### src/rcw_pkg.sv
// Package of constants for the runaway code watchdog
package rcw_pkg;
    localparam logic [15:0] CLEAR_PORT_ADDR = 16'hffff;
    localparam int PRESC_W = 12;
    localparam int CNT_W = 6;
    localparam int PRESC_KEEP_W = 4;
    localparam int RESET_HOLD_CYC = 32;
    localparam int POR_CLEAR_CYC = 4096;
    localparam logic DISABLE_RST = 1'b0;
    localparam logic RATE_SEL_RST = 1'b0;
    localparam logic [7:0] VEC_LOW_RST = 8'h00;
    localparam int CLK_PERIOD_NS = 50;
    localparam logic [3:0] LONG_TAP_CNT_BIT = 4'h5;
    localparam logic [3:0] SHORT_TAP_CNT_BIT = 4'h0;
endpackage : rcw_pkg

### src/rcw_sync.sv
// Two-stage synchroniser for pin levels
module rcw_sync #(
    parameter int W = 1
) (
    // Clock
    input wire logic clk_i,
    input wire logic sys_rst_i,
    input wire logic ce_i,
    // Data
    input wire logic [W-1:0] d_i,
    output logic [W-1:0] q_o
);
    logic [W-1:0] s1_r;

    always_ff @(posedge clk_i) begin
        if (sys_rst_i) begin
            s1_r <= '0;
            q_o <= '0;
        end else if (ce_i) begin
            s1_r <= d_i;
            q_o <= s1_r;
        end
    end
endmodule : rcw_sync

### src/rcw_watchdog.sv
// Runaway code watchdog: prescaler, counter, clear port and reset pulse
module rcw_watchdog (
    // Clock and reset; clk_i is the oscillator clock
    input wire logic clk_i,
    input wire logic sys_rst_i,
    input wire logic ce_i,
    // Power-on and internal reset events
    input wire logic por_i,
    input wire logic int_rst_i,
    // CPU bus
    input wire logic [15:0] addr_i,
    input wire logic wr_i,
    input wire logic rd_i,
    input wire logic [7:0] wdata_i,
    input wire logic vec_fetch_i,
    input wire logic [7:0] vec_low_i,
    output logic [7:0] rdata_o,
    // Configuration write strobe and bits
    input wire logic cfg_wr_i,
    input wire logic cfg_disable_i,
    input wire logic cfg_rate_i,
    input wire logic cfg_stop_en_i,
    output logic watchdog_disable_o,
    output logic timeout_rate_select_o,
    // CPU modes
    input wire logic stop_exec_i,
    input wire logic stop_mode_i,
    input wire logic monitor_entry_i,
    input wire logic break_i,
    // Test voltage detectors from pins
    input wire logic irq_tst_i,
    input wire logic rst_tst_i,
    // Reset outputs
    output logic rst_pin_o,
    output logic rst_pin_oe_o,
    output logic cause_watchdog_o,
    output logic illegal_op_rst_o
);
    logic irq_tst_s;
    logic rst_tst_s;
    logic [rcw_pkg::PRESC_W-1:0] presc_r;
    logic [rcw_pkg::CNT_W-1:0] cnt_r;
    logic cfg_locked_r;
    logic mon_tst_r;
    logic mon_blank_r;
    logic [5:0] hold_r;
    logic [12:0] por_cnt_r;
    logic por_pend_r;
    logic active;
    logic presc_roll;
    logic overflow;
    logic clr_write;
    logic presc_full_clr;

    rcw_sync #(.W(2)) u_sync (
        .clk_i(clk_i),
        .sys_rst_i(sys_rst_i),
        .ce_i(ce_i),
        .d_i({irq_tst_i, rst_tst_i}),
        .q_o({irq_tst_s, rst_tst_s})
    );

    // Configuration latches, write once after each reset
    always_ff @(posedge clk_i) begin
        if (sys_rst_i || int_rst_i) begin
            watchdog_disable_o <= rcw_pkg::DISABLE_RST;
            timeout_rate_select_o <= rcw_pkg::RATE_SEL_RST;
            cfg_locked_r <= 1'b0;
        end else if (ce_i && cfg_wr_i && !cfg_locked_r) begin
            watchdog_disable_o <= cfg_disable_i;
            timeout_rate_select_o <= cfg_rate_i;
            cfg_locked_r <= 1'b1;
        end
    end

    // Monitor mode disable tracking; power-on pulse is frozen by ce_i too
    always_ff @(posedge clk_i) begin
        if (sys_rst_i) begin
            mon_tst_r <= 1'b0;
            mon_blank_r <= 1'b0;
        end else if (ce_i) begin
            if (monitor_entry_i && irq_tst_s) begin
                mon_tst_r <= 1'b1;
            end else if (por_i || (!irq_tst_s && !rst_tst_s)) begin
                mon_tst_r <= 1'b0;
            end
            // Entry wins over a coincident power-on pulse
            if (monitor_entry_i && !irq_tst_s) begin
                mon_blank_r <= 1'b1;
            end else if (por_i) begin
                mon_blank_r <= 1'b0; // only power-on clears it
            end
        end
    end

    // Stop mode gates the clock; wait mode does not stop counting
    assign active = !watchdog_disable_o && !mon_tst_r && !mon_blank_r
        && !(break_i && rst_tst_s) && !stop_mode_i;
    assign clr_write = wr_i && (addr_i == rcw_pkg::CLEAR_PORT_ADDR);
    assign presc_full_clr = stop_exec_i || stop_mode_i || vec_fetch_i
        || (por_pend_r && por_cnt_r == 13'(rcw_pkg::POR_CLEAR_CYC - 1));

    // Timeout taps: short rate rolls the prescaler low 9 bits and counter bits 0..3, 16 steps -> 2^13
    // Long: full 12-bit prescaler rollover, counter 64 steps -> 2^18, minus kept low bits
    assign presc_roll = timeout_rate_select_o ? (presc_r[8:0] == 9'h1ff)
                                              : (presc_r == 12'hfff);
    assign overflow = active && presc_roll && (timeout_rate_select_o ?
        (cnt_r[3:0] == 4'hf) : (cnt_r == 6'h3f));

    // Power-on prescaler clear counter
    always_ff @(posedge clk_i) begin
        if (sys_rst_i) begin
            por_cnt_r <= '0;
            por_pend_r <= 1'b0;
        end else if (ce_i) begin
            if (por_i) begin
                por_cnt_r <= '0;
                por_pend_r <= 1'b1;
            end else if (por_pend_r) begin
                if (por_cnt_r == 13'(rcw_pkg::POR_CLEAR_CYC - 1)) begin
                    por_pend_r <= 1'b0;
                end else begin
                    por_cnt_r <= por_cnt_r + 13'h1;
                end
            end
        end
    end

    // Prescaler
    always_ff @(posedge clk_i) begin
        if (sys_rst_i || int_rst_i) begin
            presc_r <= '0;
        end else if (ce_i) begin
            if (presc_full_clr) begin
                presc_r <= '0;
            end else if (clr_write) begin
                presc_r <= {8'h00, presc_r[3:0]}; // stages 12..5 cleared
            end else if (active) begin
                presc_r <= presc_r + 12'h1;
            end
        end
    end

    // Counter
    always_ff @(posedge clk_i) begin
        if (sys_rst_i || int_rst_i) begin
            cnt_r <= '0;
        end else if (ce_i) begin
            if (clr_write || overflow) begin
                cnt_r <= '0;
            end else if (active && presc_roll) begin
                cnt_r <= cnt_r + 6'h1;
            end
        end
    end

    // Reset pulse on the open-drain reset pin; no interrupt output exists
    always_ff @(posedge clk_i) begin
        if (sys_rst_i) begin
            hold_r <= '0;
            rst_pin_o <= 1'b1;
            rst_pin_oe_o <= 1'b0;
        end else if (ce_i) begin
            if (overflow) begin
                hold_r <= 6'(rcw_pkg::RESET_HOLD_CYC - 1);
                rst_pin_o <= 1'b0;
                rst_pin_oe_o <= 1'b1;
            end else if (hold_r != 6'h00) begin
                hold_r <= hold_r - 6'h1;
            end else begin
                rst_pin_o <= 1'b1;
                rst_pin_oe_o <= 1'b0;
            end
        end
    end

    // Cause bit: set wins, cleared only by power-on
    always_ff @(posedge clk_i) begin
        if (sys_rst_i) begin
            cause_watchdog_o <= 1'b0;
        end else if (ce_i) begin
            if (overflow) begin
                cause_watchdog_o <= 1'b1;
            end else if (por_i) begin
                cause_watchdog_o <= 1'b0;
            end
        end
    end

    // Illegal opcode reset for disabled stop instruction
    always_ff @(posedge clk_i) begin
        if (sys_rst_i) begin
            illegal_op_rst_o <= 1'b0;
        end else if (ce_i) begin
            illegal_op_rst_o <= stop_exec_i && !cfg_stop_en_i;
        end
    end

    // Read of the clear port returns vector low byte only
    always_ff @(posedge clk_i) begin
        if (sys_rst_i) begin
            rdata_o <= rcw_pkg::VEC_LOW_RST;
        end else if (ce_i && rd_i && addr_i == rcw_pkg::CLEAR_PORT_ADDR) begin
            rdata_o <= vec_low_i;
        end
    end

    property p_pulse_len;
        @(posedge clk_i) disable iff (sys_rst_i)
        (overflow && ce_i) |=> (!rst_pin_o && rst_pin_oe_o);
    endproperty
    a_pulse_len: assert property (p_pulse_len) else $error("reset pin not driven low");

    property p_cause;
        @(posedge clk_i) disable iff (sys_rst_i)
        (overflow && ce_i) |=> cause_watchdog_o;
    endproperty
    a_cause: assert property (p_cause) else $error("cause bit not set");

    property p_clear;
        @(posedge clk_i) disable iff (sys_rst_i || int_rst_i)
        (ce_i && clr_write && !presc_full_clr) |=> (cnt_r == 6'h00 && presc_r[11:4] == 8'h00);
    endproperty
    a_clear: assert property (p_clear) else $error("clear write failed");

    property p_stop_clr;
        @(posedge clk_i) disable iff (sys_rst_i)
        (ce_i && stop_exec_i) |=> (presc_r == 12'h000);
    endproperty
    a_stop_clr: assert property (p_stop_clr) else $error("stop did not clear prescaler");

    property p_disabled;
        @(posedge clk_i) disable iff (sys_rst_i)
        (watchdog_disable_o || mon_blank_r) |-> !overflow;
    endproperty
    a_disabled: assert property (p_disabled) else $error("overflow while disabled");

    property p_read;
        @(posedge clk_i) disable iff (sys_rst_i)
        (ce_i && rd_i && addr_i == rcw_pkg::CLEAR_PORT_ADDR) |=> (rdata_o == $past(vec_low_i));
    endproperty
    a_read: assert property (p_read) else $error("read not vector byte");

    property p_once;
        @(posedge clk_i) disable iff (sys_rst_i || int_rst_i)
        cfg_locked_r |=> $stable(watchdog_disable_o) && $stable(timeout_rate_select_o);
    endproperty
    a_once: assert property (p_once) else $error("config rewritten");

    property p_illegal;
        @(posedge clk_i) disable iff (sys_rst_i)
        (ce_i && stop_exec_i && !cfg_stop_en_i) |=> illegal_op_rst_o;
    endproperty
    a_illegal: assert property (p_illegal) else $error("no illegal opcode reset");

    property p_vec;
        @(posedge clk_i) disable iff (sys_rst_i)
        (ce_i && vec_fetch_i) |=> (presc_r == 12'h000);
    endproperty
    a_vec: assert property (p_vec) else $error("vector fetch kept prescaler");

    property p_por_clr;
        @(posedge clk_i) disable iff (sys_rst_i || int_rst_i)
        (ce_i && por_pend_r && !por_i && por_cnt_r == 13'(rcw_pkg::POR_CLEAR_CYC - 1))
            |=> (presc_r == 12'h000);
    endproperty
    a_por_clr: assert property (p_por_clr) else $error("power-on clear missed");

    property p_hold_low;
        @(posedge clk_i) disable iff (sys_rst_i)
        (ce_i && !overflow && hold_r != 6'h00) |=> (!rst_pin_o && rst_pin_oe_o);
    endproperty
    a_hold_low: assert property (p_hold_low) else $error("reset pulse ended early");

    property p_hold_end;
        @(posedge clk_i) disable iff (sys_rst_i)
        (ce_i && !overflow && hold_r == 6'h00) |=> (rst_pin_o && !rst_pin_oe_o);
    endproperty
    a_hold_end: assert property (p_hold_end) else $error("reset pulse too long");

    // Counter chain must freeze while a test voltage keeps the watchdog off
    property p_mon_quiet;
        @(posedge clk_i) disable iff (sys_rst_i || int_rst_i)
        (ce_i && mon_tst_r && !presc_full_clr && !clr_write)
            |=> ($stable(presc_r) && $stable(cnt_r));
    endproperty
    a_mon_quiet: assert property (p_mon_quiet) else $error("counting in monitor");

    property p_blank_quiet;
        @(posedge clk_i) disable iff (sys_rst_i || int_rst_i)
        (ce_i && mon_blank_r && !presc_full_clr && !clr_write)
            |=> ($stable(presc_r) && $stable(cnt_r));
    endproperty
    a_blank_quiet: assert property (p_blank_quiet) else $error("counting while blank");

    property p_break_quiet;
        @(posedge clk_i) disable iff (sys_rst_i || int_rst_i)
        (ce_i && break_i && rst_tst_s && !presc_full_clr && !clr_write)
            |=> ($stable(presc_r) && $stable(cnt_r));
    endproperty
    a_break_quiet: assert property (p_break_quiet) else $error("counting in break");

    property p_stop_mode;
        @(posedge clk_i) disable iff (sys_rst_i || int_rst_i)
        (ce_i && stop_mode_i && !clr_write) |=> (presc_r == 12'h000 && $stable(cnt_r));
    endproperty
    a_stop_mode: assert property (p_stop_mode) else $error("counting in stop mode");

    property p_int_rst;
        @(posedge clk_i) disable iff (sys_rst_i)
        int_rst_i |=> (presc_r == 12'h000 && cnt_r == 6'h00);
    endproperty
    a_int_rst: assert property (p_int_rst) else $error("internal reset kept state");

    property p_roll;
        @(posedge clk_i) disable iff (sys_rst_i || int_rst_i)
        (ce_i && active && presc_roll && !clr_write && !overflow)
            |=> (cnt_r == $past(cnt_r) + 6'h1);
    endproperty
    a_roll: assert property (p_roll) else $error("counter missed a rollover");

    c_overflow: cover property (@(posedge clk_i) disable iff (sys_rst_i) overflow);
    c_monitor: cover property (@(posedge clk_i) disable iff (sys_rst_i)
        monitor_entry_i && irq_tst_s);
    c_por_clr: cover property (@(posedge clk_i) disable iff (sys_rst_i)
        por_pend_r && por_cnt_r == 13'(rcw_pkg::POR_CLEAR_CYC - 1));
    c_clear: cover property (@(posedge clk_i) disable iff (sys_rst_i) clr_write);
    c_short: cover property (@(posedge clk_i) disable iff (sys_rst_i)
        timeout_rate_select_o && overflow);
endmodule : rcw_watchdog

### config.mk
export PLATFORM = sky130hd
export DESIGN_NAME = rcw_watchdog
export DESIGN_NICKNAME = d
export VERILOG_FILES = /design/src/rcw_pkg.sv /design/src/rcw_sync.sv /design/src/rcw_watchdog.sv
export SDC_FILE = /design/constraint.sdc
export NUM_CORES = 1
export LEC_CHECK = 0
export BUFFER_PORTS_ARGS = -buffer_cell sky130_fd_sc_hd__buf_2
export CAP_MARGIN = 20
export CELL_PAD_IN_SITES_DETAIL_PLACEMENT = 0
export CELL_PAD_IN_SITES_GLOBAL_PLACEMENT = 1
export CORE_ASPECT_RATIO = 1.2
export CORE_MARGIN = 1
export CORE_UTILIZATION = 25
export CTS_BUF_LIST = sky130_fd_sc_hd__clkbuf_2 sky130_fd_sc_hd__clkbuf_4 sky130_fd_sc_hd__clkbuf_8
export DETAILED_ROUTE_END_ITERATION = 7
export GPL_TIMING_DRIVEN = 0
export PLACE_DENSITY_LB_ADDON = 0.15
export SLEW_MARGIN = 20
export SYNTH_ARGS = -nofsm -noshare
export SYNTH_HDL_FRONTEND = slang
export SYNTH_SLANG_ARGS = --single-unit
### constraint.sdc
create_clock -name clk_i -period 3.9 [get_ports clk_i]
set_input_delay 0.39 -clock clk_i [delete_from_list [all_inputs] [get_ports clk_i]]
set_output_delay 0.39 -clock clk_i [all_outputs]
set_load 0.01 [all_outputs]
==> results of run 1 <==
-- sequential cells by signal, indices dropped and copies added (netlist names), 2 cells and up --
register	flops
hold_r	6
cnt_r	6
presc_r	12
u_sync.q_o	2
u_sync.s1_r	2
rdata_o	8
por_cnt_r	13
-- worst max-delay path: cells and delay by family, from the launching register on --
family	cells	cell delay [ns]
simple gates	3	0.94
compound gates	2	0.60
flops	1	0.39
fa+ha+maj	1	0.24
-- final timing paths --
| check | slack, ns | end | start |
|---|---|---|---|
| max | 1.63 | rst_pin_o | presc_r[0] |
| min | 0.29 | rdata_o[1] | vec_low_i[1] |
| max reg2reg | 1.63 | rst_pin_o | presc_r[0] |
| min reg2reg | 0.45 | rdata_o[1] | rdata_o[1] |
-- metrics by stage --
step / util / instances / instance area [um2]
CTS: 0.3147 / 627 / 3829
global route: 0.3147 / 627 / 3829
floorplan: - / 396 / 3144
global placement: 0.2972 / 611 / 3616
finish: 0.3147 / 627 / 3829
detailed placement: 0.2972 / 611 / 3616
-- cells in the mapped netlist (4+ instances only) --
cell	n	area, um2
or3_1	4	25.02
buf_1	4	15.01
dfxtp_1	59	1181
a31oi_1	11	68.82
and2_1	5	31.28
nand3_1	23	115.1
mux2i_1	12	120.1
o22ai_1	4	25.02
nand4_1	16	100.1
nand2b_1	8	50.05
nand2_1	64	240.2
a21oi_1	33	165.2
o21ai_1	4	20.02
o21ai_0	6	30.03
o31ai_1	4	30.03
ha_1	6	75.07
nor2_1	24	90.09
o211ai_1	6	45.04
and3_1	8	50.05
o2111ai_1	5	43.79
inv_1	13	48.80
nor3_1	12	60.06
clkbuf_1	14	52.55
-- layout make-up --
class	instances	area, um2
inverters	13	48.80
multi-input cells	304	1837
well taps	161	201.4
repair buffers	54	270.3
clock buffers	12	165.2
flip-flops and latches	59	1181
fillers	1320	8338
clock inverters	4	47.55
plain buffers	20	77.57
-- cells by family after synthesis --
group | share of synthesized area
buffers and inverters | 0.04019
adder cells (fa/ha/maj) | 0.02388
flip-flops | 0.3756
XOR/XNOR | 0.01114
AND/OR/NAND/NOR | 0.3064
AO/OA/AOI/OAI | 0.2045
multiplexers | 0.03820
-- routing by layer --
metal,routed length (um),GRT usage
met1,4456,0.1992
met2,4890,0.2715
met3,292,0.02826
met4,189,0.07143
met5,0,0
-- power by group --
part / internal [mW] / total, mW / switching [mW]
Sequential: 0.635 / 0.667 / 0.0322
Combinational: 0.101 / 0.260 / 0.159
Clock: 0.345 / 0.605 / 0.259
Total: 1.08 / 1.53 / 0.450
==> summary.log, run 1 <==
[status] outcome completed
[timing] final setup TNS 0 ns
[cells_and_area] leading cell type in the layout, fill and taps excluded nand2_1
[timing] final count of pins violating max slew 0
[cts] insertion delay of the later-clocked pin in the worst-skew pair 0.34 ns
[setup_path] required time at the endpoint of the critical path 4.14 ns
[cts] CTS sink cnt 59
[route] routed len/inst 15.67 um
[timing] Final setup violation count 0
[cells_and_area] number of nets in the layout 517
[die] # rows 44
[timing] skew final 0.006664 ns
[setup_path] category of the worst setup path capture point flop
[timing] Worst Setup Slack, final 1.628 ns
[route] count of TritonRoute iterations in the first routing pass 4
[die] Vert. Die Dim 124.9 um
[timing] FMAX 0.4401 GHz
[cts] post-CTS setup repair buffer count 0
[cts] number of gates given a new drive strength after cts 0
[logic_synthesis] #FFs+latches synth 59
[cells_and_area] post-synthesis to final-layout area growth 21.77%
[cts] CTS tree done
[pwr] Total Power 1.531 mW
[setup_path] data arrival at the endpoint of the critical path 2.51 ns
[timing] number of hold violations in the final report 0
[die] Floorplan Core Area 12170 um2
[logic_synthesis] Yosys cell types 54
[timing] post-layout minimum cycle time 2.272 ns
[logic_synthesis] Post-Synthesis Cell Area 3144 um2
[logic_synthesis] total number of yosys warnings 0
[global_route] aggregate global-route resource usage 0.1612
[global_route] number of antenna violations at the first check in global routing 0
[cts] total clock buffers created by CTS 9
[cts] buffers from clock root to sink, at most 2
[setup_path] delay of the slowest cell on the worst path 0.59 ns
[cells_and_area] layout cell share with drive strength beyond 1 0.1738
[route] vias per inst 5.045
[logic_synthesis] instance count of the mapped netlist 396
[placement] worst-case setup slack after placement 1.570 ns
[hold_path] worst hold path type in -> reg
[route] final routed DRC violation total 0
[setup_path] critical path start-end classification reg -> reg
[logic_synthesis] post-synthesis average cell area 7.940 um2
[timing] RSZ-0062 raised after global routing no
[route] routed wire length 9828 um
[die] die outline area 13030 um2
[pwr] VDD IR-drop max 0.1307 mV
[placement] Post-DP HPWL 7065 um
[global_route] grt ovf 0
[logic_synthesis] sequential element share of the synthesized area 0.3756
[timing] tightest slew margin relative to the limit 0.3966
[cts] hold buffers post-CTS 0
[pwr] P per Cell Area 399.9 nW/um2
[cts] number of H-tree levels 3
[setup_path] cell with the largest stage delay on the worst path or4_4
[timing] final period utilization 0.5826
[global_route] maximum number of pins on one net before global-route repair 11
[timing] Hold Slack 0.2891 ns
[route] number of nets with antenna violations after detailed routing 0
[logic_synthesis] number of enable-type register cells in the synthesized netlist 0
[die] die width 104.4 um
[placement] Buffers on Ports 54
[logic_synthesis] Post-synth top flop dfxtp_1
[run] Max-Cap Viols 0
[hold_path] hold path depth 3
[cells_and_area] highest-count cells in the layout ignoring fill and taps nand2_1 (64), dfxtp_1 (59), buf_2 (56)
[global_route] via count of the first global-routing pass 3226
[logic_synthesis] ys async rst share 0
[pwr] leakage power 1.364 nW
[route] total number of vias 3163
[setup_path] depth of the worst register-to-register path 6
[route] iteration-0 DRC count of the detailed router 135
[die] effective utilization at floorplan 0.2584
[setup_path] critical-path cell list ha_1 > nand3_1 > or4_4 > a21oi_2 > nand3_4 > a21o_1
[timing] slew of the pin with the lowest slew margin 0.8982 ns
[setup_path] largest fanout on the critical path 7
[cts] root buffer selected by CTS clkbuf_8
[cells_and_area] # diodes 0
[logic_synthesis] nets in the synthesized netlist 452
[setup_path] startpoint class of the critical path flop
[global_route] wire length of the first global-routing pass 16710 um
[cts] clock-pin slew on the worst setup and hold paths 0.07 ns
[die] number of top-level pins 64
[placement] routability cong. 0.7462
No activity file was read; power rests on OpenSTA's default activity.
==> run 2: changes to the inputs <==
==> constraint.sdc (replaced) <==
create_clock -name clk_i -period 2.2 [get_ports clk_i]
set_input_delay 0.22 -clock clk_i [delete_from_list [all_inputs] [get_ports clk_i]]
set_output_delay 0.22 -clock clk_i [all_outputs]
set_load 0.01 [all_outputs]
==> run 2 against run 1 <==
- first-iteration DRC count is 13% higher
- wire length is 0.17% lower
- global-route usage hardly changed
- die area stayed put
- clock skew is 0.00082 ns higher
==> summary.log, run 2 (same netlist as run 1, synthesis figures left out) <==
[status] outcome completed
[die] number of top-level pins 64
[cells_and_area] biggest registers after layout por_cnt_r: 13 flops, presc_r: 12 flops, rdata_o: 8 flops
[setup_path] endpoint of the worst register-to-register path rst_pin_o
[setup_path] critical path start-end classification reg -> reg
[timing] final setup TNS 0 ns
[pwr] VDD IR-drop max 0.2313 mV
[setup_path] required time at the endpoint of the critical path 2.44 ns
[pwr] Switching Share 0.2932
[setup_path] category of the worst setup path capture point flop
[hold_path] worst hold start cfg_disable_i
[cells_and_area] utilization of the core after routing 0.3180
[route] routed len/inst 15.62 um
[setup_path] data arrival at the endpoint of the critical path 2.32 ns
[pwr] Seq pwr share 0.436
[cts] total clock buffers created by CTS 9
[setup_path] launching point of the worst reg2reg path presc_r[1]
[cells_and_area] number of nets in the layout 518
[pwr] Comb power frac 0.170
[timing] post-layout minimum cycle time 2.083 ns
[setup_path] depth of the worst register-to-register path 8
[die] effective utilization at floorplan 0.2584
[route] final routed DRC violation total 0
[cells_and_area] Non-Filler Cell Area, Final 3869 um2
[cells_and_area] post-synthesis to final-layout area growth 23.04%
[placement] Buffers on Ports 54
[global_route] aggregate global-route resource usage 0.1613
[pwr] P per Cell Area 701.5 nW/um2
[route] count of TritonRoute iterations in the first routing pass 4
[global_route] number of antenna violations at the first check in global routing 0
[cts] buffers from clock root to sink, at most 2
[timing] FMAX 0.4801 GHz
[pwr] leakage power 1.374 nW
[cells_and_area] highest-count cells in the layout ignoring fill and taps nand2_1 (64), dfxtp_1 (58), buf_2 (55)
[cts] insertion delay of the later-clocked pin in the worst-skew pair 0.34 ns
[placement] Post-DP HPWL 7065 um
[timing] number of hold violations in the final report 0
[global_route] grt ovf 0
[die] # rows 44
[hold_path] hold path depth 3
[pwr] share of total power in the clock network 0.394
[route] iteration-0 DRC count of the detailed router 153
[timing] skew final 0.007482 ns
[cts] root buffer selected by CTS clkbuf_8
[die] die width 104.4 um
[placement] routability cong. 0.7462
[global_route] maximum number of pins on one net before global-route repair 11
[route] routed wire length 9811 um
[timing] final period utilization 0.9467
[hold_path] worst hold path type in -> reg
[die] Vert. Die Dim 124.9 um
[pwr] internal cell power 1.918 mW
[timing] final count of pins violating max slew 0
[timing] slew of the pin with the lowest slew margin 0.7827 ns
[global_route] via count of the first global-routing pass 3240
[cts] CTS sink cnt 59
[cells_and_area] Largest register FFs 13
[hold_path] Worst Hold End watchdog_disable_o
[die] Floorplan Core Area 12170 um2
[route] number of nets with antenna violations after detailed routing 0
[global_route] wire length of the first global-routing pass 16740 um
[placement] cell area after placement 3616 um2
[route] total number of vias 3195
[cells_and_area] # diodes 0
[route] vias per inst 5.088
[timing] Hold Slack 0.1201 ns
[die] die outline area 13030 um2
[cts] CTS tree done
[cts] clock-pin slew on the worst setup and hold paths 0.07 ns
[cells_and_area] register containing the most flip-flops in the final layout por_cnt_r
[timing] Final setup violation count 0
[setup_path] largest fanout on the critical path 7
[setup_path] register-to-register path setup slack 0.12 ns
[cells_and_area] leading cell type in the layout, fill and taps excluded nand2_1
[run] Max-Cap Viols 0
[placement] placed instance count 611
[cells_and_area] final std cells w/o fill 628
[pwr] total net switching power 0.7958 mW
[cts] hold buffers post-CTS 0
[cts] number of H-tree levels 3
[timing] tightest slew margin relative to the limit 0.4758
[cells_and_area] layout cell share with drive strength beyond 1 0.1927
[setup_path] startpoint class of the critical path flop
run 2: timing repair:
| item | in CTS | in global routing |
|---|---|---|
| pin swaps | 0 | 4 |
| hold endpoints to repair | 0 | 0 |
| gates resized for setup | 2 | 8 |
| buffers inserted | 0 | 2 |
| cloned | 0 | 0 |
| setup endpoints to repair | 4 | 20 |
run 2: stage by stage:
step	power [mW]	setup slack [ns]
after floorplan	1.520	0.2439
after global placement	1.666	-0.04841
after detailed placement	1.666	-0.05796
after CTS	2.758	0.03050
after global routing	2.896	-0.002069
final	2.714	0.1173
run 2: power by group through the flow:
| stage | registers, mW | logic [mW] | clock network [mW] |
|---|---|---|---|
| 6_report | 1.18 | 0.462 | 1.07 |
| 5_1_grt | 1.19 | 0.535 | 1.17 |
| 4_1_cts | 1.18 | 0.462 | 1.11 |
| 3_5_place_dp | 1.21 | 0.460 | 0 |
| 3_3_place_gp | 1.21 | 0.460 | 0 |
| 2_1_floorplan | 1.19 | 0.328 | 0 |
run 2: critical path, cell delays in order (launching register included):
cell	delay, ns
dfxtp_1	0.37
ha_2	0.22
nand3_1	0.15
nor3_1	0.17
ha_1	0.21
nand2_1	0.15
a21oi_4	0.33
nand3_4	0.16
a21o_1	0.21
run 2: how the worst max path moves through the flow:
stage / start / depth (start not counted) / to
detailed placement: presc_r[0] / 6 / rst_pin_o
finish: presc_r[1] / 8 / rst_pin_o
global placement: presc_r[0] / 6 / rst_pin_o
CTS: presc_r[0] / 8 / cnt_r[2]
global route: por_cnt_r[0] / 7 / por_cnt_r[7]
floorplan: presc_r[0] / 6 / rst_pin_o
run 2: layer usage:
metal  up-vias  wire (um)  GRT usage
li1       1589          -          -
met1      1528       4328     0.1985
met2        67       4984     0.2719
met3        11        355    0.02930
met4         0        142    0.07143
met5         -          0          0
run 2: area by class of cell:
class                   count  area (um2)
plain buffers              19       76.32
clock buffers              12       165.2
clock inverters             4       47.55
fillers                  1319        8298
inverters                  13       48.80
multi-input cells         304        1862
flip-flops and latches     59        1182
well taps                 161       201.4
repair buffers             56       285.3
==> run 3: changes to the inputs <==
--- a/config.mk
+++ b/config.mk
@@ -16,7 +16,6 @@
 export DETAILED_ROUTE_END_ITERATION = 7
 export GPL_TIMING_DRIVEN = 0
 export PLACE_DENSITY_LB_ADDON = 0.15
-export SLEW_MARGIN = 20
 export SYNTH_ARGS = -nofsm -noshare
 export SYNTH_HDL_FRONTEND = slang
 export SYNTH_SLANG_ARGS = --single-unit
==> constraint.sdc (replaced) <==
create_clock -name clk_i -period 2.4 [get_ports clk_i]
set_input_delay 0.24 -clock clk_i [delete_from_list [all_inputs] [get_ports clk_i]]
set_output_delay 0.24 -clock clk_i [all_outputs]
set_load 0.01 [all_outputs]
==> run 3 against run 2 <==
- register-to-register slack gained 0.09 ns
- clock power shrank 8%
- worst hold slack gained 0.022 ns
- final area shrank 0.71%
- total power shrank 8.5%
- setup slack gained 0.095 ns
- die area is the same
- clock skew shrank 0.0013 ns
- core utilization shrank 0.23 points
- highest routed layer unchanged
- sequential power shrank 8%
- critical path depth is the same
- critical endpoint is now cnt_r[2]
==> summary.log, run 3 (same netlist as run 1, synthesis figures left out) <==
[global_route] maximum number of pins on one net before global-route repair 11
[route] vias per inst 5.064
[pwr] VDD IR-drop max 0.2117 mV
[cts] CTS tree done
[setup_path] cell with the largest stage delay on the worst path or4_1
[cts] post-CTS setup repair buffer count 0
[setup_path] largest fanout on the critical path 5
[setup_path] category of the worst setup path capture point flop
[timing] RSZ-0062 raised after global routing no
[route] routed wire length 9814 um
[hold_path] worst hold start vec_low_i[1]
[pwr] leakage power 1.365 nW
[cts] CTS sink cnt 59
[die] Vert. Die Dim 124.9 um
[global_route] aggregate global-route resource usage 0.1612
[route] total number of vias 3175
[timing] number of hold violations in the final report 0
[placement] routability cong. 0.7462
[placement] Post-DP HPWL 7065 um
[cells_and_area] layout cell share with drive strength beyond 1 0.1760
[cts] buffers from clock root to sink, at most 2
[timing] final count of pins violating max slew 0
[timing] tightest slew margin relative to the limit 0.4769
[global_route] grt ovf 0
[route] iteration-0 DRC count of the detailed router 130
[setup_path] required time at the endpoint of the critical path 2.66 ns
[setup_path] register-to-register path setup slack 0.21 ns
[cells_and_area] Largest register FFs 13
[cells_and_area] highest-count cells in the layout ignoring fill and taps nand2_1 (64), dfxtp_1 (59), buf_2 (56)
[setup_path] depth of the worst register-to-register path 8
[timing] Worst Setup Slack, final 0.2119 ns
[die] # rows 44
[cts] root buffer selected by CTS clkbuf_8
[timing] final setup TNS 0 ns
[setup_path] endpoint of the worst register-to-register path cnt_r[2]
[setup_path] critical-path cell list ha_1 > nand3_1 > nor3_1 > ha_1 > and2_1 > o211ai_1 > or4_1 > a31oi_1
[die] die width 104.4 um
[setup_path] cell mode on critical path ha_1
[run] Max-Cap Viols 0
[pwr] internal cell power 1.757 mW
[cts] clock-pin slew on the worst setup and hold paths 0.07 ns
[pwr] total net switching power 0.7275 mW
[cells_and_area] leading cell type in the layout, fill and taps excluded nand2_1
[hold_path] hold path depth 3
[timing] FMAX 0.4570 GHz
[global_route] via count of the first global-routing pass 3226
[timing] post-layout minimum cycle time 2.188 ns
[placement] placed instance count 611
[die] effective utilization at floorplan 0.2584
[hold_path] worst hold path type in -> reg
[setup_path] cell class contributing the biggest share of worst-path delay simple AND/OR/NAND/NOR gates
[setup_path] data arrival at the endpoint of the critical path 2.45 ns
[cells_and_area] register containing the most flip-flops in the final layout por_cnt_r
[cts] number of H-tree levels 3
[setup_path] launching point of the worst reg2reg path presc_r[0]
[placement] cell area after placement 3616 um2
[timing] final period utilization 0.9117
[cells_and_area] Non-Filler Cell Area, Final 3841 um2
[cells_and_area] final std cells w/o fill 627
[die] number of top-level pins 64
[timing] Final setup violation count 0
[setup_path] startpoint class of the critical path flop
[cts] insertion delay of the later-clocked pin in the worst-skew pair 0.34 ns
[cells_and_area] # diodes 0
[placement] Buffers on Ports 54
[die] Floorplan Core Area 12170 um2
[route] routed len/inst 15.65 um
[pwr] share of total power in the clock network 0.395
[cts] total clock buffers created by CTS 9
[die] die outline area 13030 um2
[placement] worst-case setup slack after placement 0.1420 ns
[route] number of nets with antenna violations after detailed routing 0
[cells_and_area] post-synthesis to final-layout area growth 22.16%
[setup_path] number of buffers and inverters on the critical path 0
[global_route] number of antenna violations at the first check in global routing 0
[setup_path] critical path start-end classification reg -> reg
[pwr] Comb power frac 0.170
[cells_and_area] number of nets in the layout 517
[global_route] wire length of the first global-routing pass 16710 um
[timing] slew of the pin with the lowest slew margin 0.7810 ns
[route] count of TritonRoute iterations in the first routing pass 4
[route] final routed DRC violation total 0
[hold_path] Worst Hold End rdata_o[1]
[pwr] Seq pwr share 0.436
[setup_path] delay of the slowest cell on the worst path 0.41 ns
[status] outcome completed
[pwr] Switching Share 0.2928
[timing] skew final 0.006210 ns
[cells_and_area] biggest registers after layout por_cnt_r: 13 flops, presc_r: 12 flops, rdata_o: 8 flops
[pwr] P per Cell Area 646.8 nW/um2
run 3: changes by cell type in the layout (fill, tap and decap cells not counted), sizes merged:
cell,before,now
buf,61,60
run 3: final cells by class:
type | count | area, um2
repair buffers | 54 | 270.3
flip-flops and latches | 59 | 1181
fillers | 1316 | 8325
inverters | 13 | 48.80
well taps | 161 | 201.4
clock buffers | 12 | 165.2
multi-input cells | 304 | 1849
plain buffers | 20 | 77.57
clock inverters | 4 | 47.55
run 3: per-layer routing:
layer / track usage / share of wire / up-vias
li1: - / - / 1591
met4: 0.07143 / 0.018 / 0
met1: 0.1992 / 0.45 / 1514
met3: 0.02826 / 0.031 / 11
met2: 0.2715 / 0.50 / 59
met5: 0 / 0 / -
run 3: worst max-delay path by stage:
stage	slack, ns	from	cells past startpoint	endpoint
2_1_floorplan	0.44	presc_r[0]	6	rst_pin_o
3_3_place_gp	0.15	presc_r[0]	6	rst_pin_o
3_5_place_dp	0.14	presc_r[0]	6	rst_pin_o
4_1_cts	0.14	presc_r[0]	6	rst_pin_o
5_1_grt	0.07	por_cnt_r[0]	7	presc_r[6]
6_report	0.21	presc_r[0]	8	cnt_r[2]
run 3: repair_timing:
| action | 4_1_cts | 5_1_grt |
|---|---|---|
| setup endpoints to repair | 0 | 3 |
| gates resized for setup | 0 | 2 |
| hold buffers | 0 | 0 |
run 3: worst register-to-register path: cells and delay by family (launching register included):
family                     cells  cell delay, ns
AOI/OAI and AO/OA              2            0.31
adders and majority gates      2            0.45
DFF                            1            0.39
and+or+nand+nor                4            0.97
run 3: power by group through the flow:
stage	combinational [mW]	clock [mW]	sequential (mW)
after global routing	0.489	1.07	1.09
after CTS	0.422	1.02	1.08
after detailed placement	0.422	0	1.11
after global placement	0.422	0	1.11
final	0.421	0.980	1.08
after floorplan	0.301	0	1.09
run 3: per-stage QoR:
| stage | util | power [mW] | hold WS [ns] |
|---|---|---|---|
| floorplan | - | 1.394 | 0.3805 |
| global placement | 0.2972 | 1.527 | 0.4366 |
| detailed placement | 0.2972 | 1.527 | 0.4440 |
| CTS | 0.3147 | 2.527 | 0.1147 |
| global route | 0.3157 | 2.653 | 0.1207 |
| finish | 0.3157 | 2.485 | 0.1416 |
